===== src/verilog/rgl_pkg.sv =====
// Purpose: Shared constants for the grayscale frame latch link
// Assumes: 100 MHz system clock on both ends
// Notes:   Serial word is command first, then channel 11 down to 0
package rgl_pkg;
  // ==========================================================
  // Word layout
  localparam int WORD_BITS    = 208;
  localparam int CHANNELS     = 12;
  localparam int GS_BITS      = 16;
  localparam int CMD_MSB      = 207;
  localparam int CMD_LSB      = 192;
  // ==========================================================
  // Command field positions
  localparam int F_RES_HI     = 9;
  localparam int F_RES_LO     = 8;
  localparam int F_DIV_HI     = 7;
  localparam int F_DIV_LO     = 5;
  localparam int F_ADAPTIVE_DENSITY_MODULATION       = 4;
  localparam int F_EXT_CLK    = 3;
  localparam int F_CNT_RESET  = 1;
  localparam int F_ONE_SHOT   = 0;
  localparam logic [15:0] CMD_RESET = 16'h0000;
  // ==========================================================
  // Timing, 100 MHz clock
  localparam int CLK_PERIOD_NS   = 10;
  localparam int IDLE_START_US   = 220;
  localparam int IDLE_CYCLES     = (IDLE_START_US * 1000 + CLK_PERIOD_NS - 1) / CLK_PERIOD_NS + 1;
  localparam int PULSE_HI_NS     = 70;
  localparam int PULSE_HI_CYC    = (PULSE_HI_NS + CLK_PERIOD_NS - 1) / CLK_PERIOD_NS + 1;
  localparam int PULSE_LO_NS     = 230;
  localparam int PULSE_LO_CYC    = (PULSE_LO_NS + CLK_PERIOD_NS - 1) / CLK_PERIOD_NS + 1;
  localparam int STOP_BASE_NS    = 200;
  localparam int STOP_PER_DEV_NS = 10;
  localparam int RETIME_NS       = 90;
  localparam int RETIME_CYC      = RETIME_NS / CLK_PERIOD_NS;
  localparam int LATCH_PULSES    = 4;
  localparam int LATCH_FALL      = 2;
  localparam int HALF_BIT_CYC    = 4;
  localparam int HI_SEG_PCT      = 75;
  localparam int SEGS_HI         = 8;
  localparam int SEGS_LO         = 2;
endpackage


===== src/verilog/rgl_link_if.sv =====
// Purpose: Serial link between controller and driver
// Assumes: Unidirectional wires, no bus contention
// Notes:   Gray clock is optional, driven by the controller
`timescale 1ns/100ps
interface rgl_link_if;
  logic shift_clock_in;
  logic serial_data_in;
  logic gray_clock_in;
  // Controller end
  modport host (output shift_clock_in, output serial_data_in, output gray_clock_in);
  // Driver end
  modport dev  (input shift_clock_in, input serial_data_in, input gray_clock_in);
endinterface


===== src/verilog/rgl_dev.sv =====
// Purpose: Driver end: shift, internal latch, grayscale frame PWM
// Assumes: Link pins slow against clk, sampled through three flops
// Notes:   Latched words pass a two-entry buffer to the frame logic
// Notes on behaviour
// - Clock idle over 220us starts latch sequence
// - Host sends four data pulses, timed
// - Latch on second falling data edge
// - Host closing gap 200ns plus 10ns each
// - Forwarded latch pulses regenerated 90ns wide
// - External gray clock counts both edges
// - Output on while value exceeds counter
// - Host sets divider zero with external clock
// - Free running starts at first load
// - Free running swaps data at frame end
// - Counter reset restarts frame on load
// - One shot runs one frame then off, with counter reset set
// - Adaptive mode: more segments only when all channel values are high
// - 208-bit word, both edges, forwarded out
// - Resolution field picks 8/12/14/16 bits
// - Style bit selects adaptive or single pulse
// - Restart bit selects counter reset mode
`timescale 1ns/100ps
module rgl_dev #(
  parameter int IDLE_CYC = rgl_pkg::IDLE_CYCLES
) (
  input  wire logic                   clk,
  input  wire logic                   rst_n,
  rgl_link_if.dev                     link,
  output logic                        data_out,
  output logic                        shift_clock_out,
  output logic [rgl_pkg::CHANNELS-1:0] sink_on,
  output logic [15:0]                 command,
  output logic                        frame_start
);
  localparam int W = rgl_pkg::WORD_BITS;
  typedef enum {L_SHIFT, L_ARMED} rgl_lat_t;

  // ==========================================================
  // Pin synchronisers
  logic [2:0] dck_s_r, di_s_r, gck_s_r;
  always_ff @(posedge clk)
  begin
    if (!rst_n)
    begin
      dck_s_r <= 3'h0;
      di_s_r  <= 3'h0;
      gck_s_r <= 3'h0;
    end
    else
    begin
      dck_s_r <= {dck_s_r[1:0], link.shift_clock_in};
      di_s_r  <= {di_s_r[1:0], link.serial_data_in};
      gck_s_r <= {gck_s_r[1:0], link.gray_clock_in};
    end
  end
  logic dck_edge, di_fall, gck_edge;
  assign dck_edge = dck_s_r[2] ^ dck_s_r[1];
  assign di_fall  = di_s_r[2] & ~di_s_r[1];
  assign gck_edge = gck_s_r[2] ^ gck_s_r[1];

  // ==========================================================
  // Shift and latch detection
  rgl_lat_t      ls_r, ls_nxt;
  logic [W-1:0]  sh_r, sh_nxt;
  logic [31:0]   idle_r, idle_nxt;
  logic [2:0]    fall_r, fall_nxt;
  logic [3:0]    rt_r, rt_nxt;
  logic          do_r, do_nxt;
  logic          push;
  logic          in_ready;
  always_comb
  begin
    ls_nxt   = ls_r;
    sh_nxt   = sh_r;
    idle_nxt = idle_r;
    fall_nxt = fall_r;
    rt_nxt   = (rt_r != 4'h0) ? rt_r - 4'h1 : 4'h0;
    do_nxt   = do_r;
    push     = 1'b0;
    if (dck_edge)
    begin
      sh_nxt   = {sh_r[W-2:0], di_s_r[2]};
      do_nxt   = sh_r[W-1];
      idle_nxt = 32'h0;
      ls_nxt   = L_SHIFT;
      fall_nxt = 3'h0;
    end
    else
    begin
      case (ls_r)
        L_SHIFT:
        begin
          if (idle_r >= 32'(IDLE_CYC))
          begin
            ls_nxt = L_ARMED;
            do_nxt = 1'b0;
          end
          else
            idle_nxt = idle_r + 32'h1;
        end
        L_ARMED:
        begin
          if (di_s_r[1] & ~di_s_r[2])
            rt_nxt = 4'(rgl_pkg::RETIME_CYC);
          do_nxt = (rt_nxt != 4'h0);
          if (di_fall)
          begin
            fall_nxt = fall_r + 3'h1;
            if (fall_r == 3'(rgl_pkg::LATCH_FALL - 1))
              push = in_ready;
          end
        end
        default: ls_nxt = L_SHIFT;
      endcase
    end
  end
  always_ff @(posedge clk)
  begin
    if (!rst_n)
    begin
      ls_r   <= L_SHIFT;
      sh_r   <= '0;
      idle_r <= 32'h0;
      fall_r <= 3'h0;
      rt_r   <= 4'h0;
      do_r   <= 1'b0;
    end
    else
    begin
      ls_r   <= ls_nxt;
      sh_r   <= sh_nxt;
      idle_r <= idle_nxt;
      fall_r <= fall_nxt;
      rt_r   <= rt_nxt;
      do_r   <= do_nxt;
    end
  end
  assign data_out        = do_r;
  assign shift_clock_out = dck_s_r[2];

  // ==========================================================
  // Two-entry buffer of latched words
  logic [W-1:0] buf_r [2];
  logic [W-1:0] buf_nxt [2];
  logic [1:0]   cnt_r, cnt_nxt;
  logic         pop, out_valid;
  assign in_ready  = (cnt_r != 2'h2);
  assign out_valid = (cnt_r != 2'h0);
  always_comb
  begin
    buf_nxt = buf_r;
    cnt_nxt = cnt_r;
    if (pop)
    begin
      buf_nxt[0] = buf_r[1];
      cnt_nxt    = cnt_nxt - 2'h1;
    end
    if (push)
    begin
      buf_nxt[cnt_nxt[0]] = sh_r;
      cnt_nxt             = cnt_nxt + 2'h1;
    end
  end
  always_ff @(posedge clk)
  begin
    if (!rst_n)
    begin
      buf_r[0] <= '0;
      buf_r[1] <= '0;
      cnt_r    <= 2'h0;
    end
    else
    begin
      buf_r <= buf_nxt;
      cnt_r <= cnt_nxt;
    end
  end

  // ==========================================================
  // Frame engine
  logic [W-1:0] act_r, act_nxt;
  logic [19:0]  gs_r, gs_nxt;
  logic [7:0]   div_r, div_nxt;
  logic         run_r, run_nxt;
  logic         fs_nxt, fs_r;
  logic         tick, frame_end, ext, adaptive_density_modulation;
  logic [4:0]   res;
  logic [19:0]  frame_len;
  logic [3:0]   seg_sh;
  logic         all_hi;
  logic [15:0]  cmd;
  assign cmd  = act_r[rgl_pkg::CMD_MSB:rgl_pkg::CMD_LSB];
  assign adaptive_density_modulation = cmd[rgl_pkg::F_ADAPTIVE_DENSITY_MODULATION];
  assign ext  = cmd[rgl_pkg::F_EXT_CLK];
  always_comb
  begin
    case (cmd[rgl_pkg::F_RES_HI:rgl_pkg::F_RES_LO])
      2'h0:    res = 5'd8;
      2'h1:    res = 5'd12;
      2'h2:    res = 5'd14;
      default: res = 5'd16;
    endcase
  end
  assign frame_len = 20'h1 << res;
  always_comb
  begin
    all_hi = 1'b1;
    for (int c = 0; c < rgl_pkg::CHANNELS; c++)
      if ((32'(act_r[c*16 +: 16]) * 32'd100) < (32'(frame_len) * 32'(rgl_pkg::HI_SEG_PCT)))
        all_hi = 1'b0;
    seg_sh = all_hi ? 4'd3 : 4'd1;
  end
  // External clock edges, else divided internal
  assign tick = ext ? gck_edge : (div_r == 8'h0);
  assign frame_end = tick & (gs_r == frame_len - 20'h1);
  always_comb
  begin
    act_nxt = act_r;
    gs_nxt  = gs_r;
    run_nxt = run_r;
    fs_nxt  = 1'b0;
    pop     = 1'b0;
    div_nxt = (div_r == ((8'h1 << cmd[rgl_pkg::F_DIV_HI:rgl_pkg::F_DIV_LO]) - 8'h1))
              ? 8'h0 : div_r + 8'h1;
    if (run_r && tick)
      gs_nxt = frame_end ? 20'h0 : gs_r + 20'h1;
    // Counter reset aborts frame on load
    if (out_valid && cmd[rgl_pkg::F_CNT_RESET] && run_r)
    begin
      pop = 1'b1;
      act_nxt = buf_r[0];
      gs_nxt = 20'h0;
      fs_nxt = 1'b1;
    end
    // Start at first load or frame end
    else if (out_valid && (!run_r || frame_end))
    begin
      pop = 1'b1;
      act_nxt = buf_r[0];
      run_nxt = 1'b1;
      gs_nxt = 20'h0;
      fs_nxt = 1'b1;
    end
    // One shot stops after one frame when counter reset is also set
    else if (frame_end && cmd[rgl_pkg::F_CNT_RESET] && cmd[rgl_pkg::F_ONE_SHOT])
      run_nxt = 1'b0;
    else if (frame_end)
      fs_nxt = 1'b1;
  end
  always_ff @(posedge clk)
  begin
    if (!rst_n)
    begin
      act_r <= '0;
      gs_r  <= 20'h0;
      div_r <= 8'h0;
      run_r <= 1'b0;
      fs_r  <= 1'b0;
    end
    else
    begin
      act_r <= act_nxt;
      gs_r  <= gs_nxt;
      div_r <= div_nxt;
      run_r <= run_nxt;
      fs_r  <= fs_nxt;
    end
  end
  assign command     = cmd;
  assign frame_start = fs_r;

  // ==========================================================
  // Per-channel comparators
  logic [19:0] cmp_cnt;
  // Adaptive mode scrambles counter so on-time splits into segments
  assign cmp_cnt = adaptive_density_modulation ? (((gs_r << seg_sh) | (gs_r >> (res - 5'(seg_sh)))) & (frame_len - 20'h1))
                        : gs_r;
  logic [rgl_pkg::CHANNELS-1:0] on_r;
  for (genvar c = 0; c < rgl_pkg::CHANNELS; c++)
  begin : g_ch
    always_ff @(posedge clk)
    begin
      if (!rst_n)
        on_r[c] <= 1'b0;
      else
        on_r[c] <= run_r & ({4'h0, act_r[c*16 +: 16]} > cmp_cnt);
    end
  end
  assign sink_on = on_r;
endmodule // rgl_dev


===== src/flat_wrapper.sv =====
// flat-port wrapper written by rule: the top's interface ports become plain ports
module rgl_dev_flat 
#(
  parameter int IDLE_CYC = rgl_pkg::IDLE_CYCLES
)
  (clk, rst_n, data_out, shift_clock_out, sink_on, command, frame_start, link_shift_clock_in, link_serial_data_in, link_gray_clock_in);
  rgl_link_if link_i ();
  input  wire logic clk;
  input  wire logic rst_n;
  output logic data_out;
  output logic shift_clock_out;
  output logic [rgl_pkg::CHANNELS-1:0] sink_on;
  output logic [15:0] command;
  output logic frame_start;
  input wire logic [$bits(link_i.shift_clock_in)-1:0] link_shift_clock_in;
  input wire logic [$bits(link_i.serial_data_in)-1:0] link_serial_data_in;
  input wire logic [$bits(link_i.gray_clock_in)-1:0] link_gray_clock_in;
  assign link_i.shift_clock_in = link_shift_clock_in;
  assign link_i.serial_data_in = link_serial_data_in;
  assign link_i.gray_clock_in = link_gray_clock_in;
  rgl_dev #(.IDLE_CYC(IDLE_CYC)) u_core (.clk(clk), .rst_n(rst_n), .link(link_i), .data_out(data_out), .shift_clock_out(shift_clock_out), .sink_on(sink_on), .command(command), .frame_start(frame_start));
endmodule

===== config.mk =====
export PLATFORM = sky130hd
export DESIGN_NAME = rgl_dev_flat
export DESIGN_NICKNAME = d
export VERILOG_FILES = /design/src/verilog/rgl_pkg.sv /design/src/verilog/rgl_link_if.sv /design/src/verilog/rgl_dev.sv /design/src/flat_wrapper.sv
export SDC_FILE = /design/constraint.sdc
export NUM_CORES = 2
export LEC_CHECK = 0
export ABC_AREA = 1
export BUFFER_PORTS_ARGS = -buffer_cell sky130_fd_sc_hd__buf_2
export CELL_PAD_IN_SITES_DETAIL_PLACEMENT = 1
export CELL_PAD_IN_SITES_GLOBAL_PLACEMENT = 1
export CORE_ASPECT_RATIO = 0.8
export CORE_UTILIZATION = 53
export DETAILED_ROUTE_END_ITERATION = 16
export PLACE_DENSITY = 0.91
export SKIP_CTS_REPAIR_TIMING = 1
export SYNTH_ARGS = -nofsm -noshare
export SYNTH_HDL_FRONTEND = slang
export SYNTH_SLANG_ARGS = --single-unit
export TNS_END_PERCENT = 20

===== constraint.sdc =====
create_clock -name clk -period 13.3 [get_ports clk]
set_input_delay 1.33 -clock clk [delete_from_list [all_inputs] [get_ports clk]]
set_output_delay 1.33 -clock clk [all_outputs]
set_load 0.05 [all_outputs]

==> run metrics <==
Root Driver clkbuf_16; Reg2Reg Setup Slack 2740 ps; Chip Width 387 um; Slew @ Worst Pin 1340 ps; Post-route DRC 0; max-slew violations 0; number of synthesized flops with an enable pin 0; Crit path largest cell delay 760 ps; top-area cell type share of the netlist area 0.295; critical path class flip-flop to flip-flop; Reg-to-Reg End u_core.sink_on[1]; worst path arrival time 11240 ps; post-route insts no fill 9668; crit-path leading delay family simple AND/OR/NAND/NOR gates; Num CTS Buffers 96; input/output buffers 35; Synth cell types 56; pin count of the biggest net entering global routing 224; fmax 94.7 MHz; GRT Util Overall 0.337; Starting Density 0.537; # nets final roughly 9200; vias roughly 58000; RSZ-0062 raised after global routing false; critical path's slowest cell a22oi_2; Fin Clk Skew 74.5 ps; initial antenna violation count 7; number of DRC markers in iteration 0 3581; Final Hold Vio Count 0; placed insts 9488; Ys Warns 0; Period minus WS final 10560 ps; clock tree buffer depth 3; FF+latch count, synth 926; status finished, final reports clean; Final Setup Violations 0; cell mode on critical path nand2_1; Synth area leader dfxtp_1; Area Growth Syn to Fin 7.56%; worst vdd ir 0.000209 V; share of cells above drive strength 1 0.0397; end of the worst hold path u_core.dck_s_r[1]; total grt overflow 0; P_leak 32.8 nW; CP Max Fanout 25; crit share post-route 0.794; first-pass GRT wire length 329000 um; Synth async-reset ratio 0; Routed Antenna Nets 0; synthesized area per cell between 7 and 8 um2; type of the worst min-delay path flip-flop to flip-flop; Worst Setup Start Kind flip-flop; Sum Neg Setup Slack 0 ps; DIE AREA 0.120 mm2; hold path startpoint u_core.dck_s_r[0]; vias in the first global route between 60000 and 70000; R2R cell count 53; WL/cell between 20 and 25 um; HPWL after DPL 138000 um; CORE AREA 0.117 mm2; dpl cell area 0.0641 mm2; DRT Wirelength 205000 um; CTS tree yes; Syn Inst Count 8221; drt pass-1 iters 6; CTS HTree Levels 3; Hold Path Cell Cnt 2; WP buf/inv 7; fillers around 14000; required time worst endpoint about 14000 ps; Clock Latency Late Sink 790 ps; fin area 0.0677 mm2; routability cong. 0.919; Slew HR 0.107; row cnt 112; Max-cap violations 0; synth top area cells dfxtp_1 (29%), ha_1 (21%), inv_1 (8.4%); sequential-to-total area share from yosys stat 0.295; Worst-path clk slew 70 ps; Netlist Area Pre-Place between 0.06 and 0.07 mm2; Die H 310 um; number of clock sinks between 900 and 1000; Ports 36; crit path capture type flip-flop; Crit Reg-Reg Startpoint u_core.act_r[82]; Power Dens Cells roughly 280 mW/mm2; ys flop type dfxtp_1; vias per cell approximately 6.0
## per-layer routing
metal  vias to the layer above  share of wire  wire length [um]  GRT usage
li1                      26874              -                 -          -
met1                     28386           0.42             85000      0.405
met2                      1671           0.48             97300      0.584
met3                       603          0.058             11900     0.0580
met4                         8          0.050             10300      0.167
met5                         -        0.00027                55          0
## cell usage after synthesis, drive strengths merged, types with 40 or more instances
library cell,count
inv,1426
nand2,1073
ha,1053
a21oi,1045
dfxtp,926
o21ai,910
nor2,427
clkbuf,309
nand3,154
xor2,134
fa,132
a211oi,101
a311oi,88
nand4,84
buf,63
xnor2,58
o21bai,46
nor3,40
## worst max-delay path by stage
stage,to,cells past startpoint,from,slack (ps)
floorplan,u_core.sink_on[11],51,u_core.act_r[51],5370
global placement,u_core.sink_on[1],50,u_core.act_r[51],3660
detailed placement,u_core.sink_on[5],50,u_core.act_r[51],3250
CTS,u_core.sink_on[1],52,u_core.act_r[83],2970
global route,u_core.sink_on[1],53,u_core.act_r[82],2040
finish,u_core.sink_on[1],53,u_core.act_r[82],2740
## kinds of logic after synthesis
logic type | after synthesis | synth area share
xor+xnor | 192 | 0.0267
simple gates | 1819 | 0.119
mux | 1 | 0.000159
other cells | 2 | 0.000119
fa+ha+maj | 1185 | 0.251
flops | 926 | 0.295
compound gates | 2297 | 0.198
buf+inv | 1799 | 0.109
## report_power, final
group,internal [mW],switching (mW)
clock network,1.73,1.28
registers,3.14,0.649
logic,4.36,7.93
total,9.22,9.85
## per-stage QoR
| step | setup WS (ps) | total power, mW | utilization | hold WS [ps] |
|---|---|---|---|---|
| 4_1_cts | 2970 | 18.9 | 0.578 | 429 |
| 3_3_place_gp | 3660 | 14.5 | 0.547 | 398 |
| 6_report | 2740 | 19.1 | 0.578 | 431 |
| 5_1_grt | 2040 | 20.7 | 0.578 | 435 |
| 2_1_floorplan | 5370 | 12.0 | - | 390 |
| 3_5_place_dp | 3250 | 15.6 | 0.547 | 404 |
## cells in the final DEF, fill, tap and decap left out, types with 8 or more instances in the layout
master | netlist | final
inv_1 | 1412 | 1408
nor4_1 | 11 | 11
conb_1 | 2 | 16
bufinv_16 | 0 | 12
ha_1 | 1053 | 1052
buf_2 | 34 | 34
nand3_1 | 150 | 150
dfxtp_1 | 926 | 926
a211oi_1 | 101 | 101
o31ai_1 | 13 | 13
xor2_1 | 134 | 134
inv_2 | 14 | 14
a21oi_1 | 1045 | 1045
nor2_1 | 424 | 422
inv_6 | 0 | 8
o21bai_1 | 46 | 46
nand2_2 | 14 | 14
o21a_1 | 15 | 15
a21o_1 | 23 | 23
buf_4 | 19 | 49
nor3b_1 | 14 | 14
clkbuf_16 | 0 | 96
nor3_1 | 39 | 39
xnor2_1 | 58 | 56
a22oi_2 | 0 | 11
a31oi_1 | 12 | 10
fa_1 | 132 | 132
nand3b_1 | 8 | 8
a311oi_1 | 88 | 88
clkinv_2 | 0 | 12
clkbuf_8 | 0 | 26
nand2_1 | 1058 | 1056
o21ai_0 | 899 | 898
o211ai_1 | 15 | 15
nand4_1 | 84 | 84
clkbuf_1 | 309 | 11
## cell type report
cell class	instances	area (um2)	area share
Multi-Input combinational cell	5510	37700	0.557
Sequential cell	926	18500	0.274
Inverter	1427	5370	0.0794
Clock buffer	133	2800	0.0414
Tap cell	1539	1930	0.0285
Clock inverter	45	726	0.0107
Timing Repair Buffer	87	613	0.00906
Antenna cell	1	2.50	0.0000370
## worst register-to-register path: cells and delay by family, from the launching register on
| family | cells | cell delay [ps] |
|---|---|---|
| and+or+nand+nor | 25 | 3610 |
| buffers and inverters | 7 | 1360 |
| AOI/OAI and AO/OA | 13 | 2670 |
| DFF | 1 | 510 |
| adders and majority gates | 7 | 2230 |
| xor gates and xnor gates | 1 | 100 |
Power figures use the tool's default switching activity.
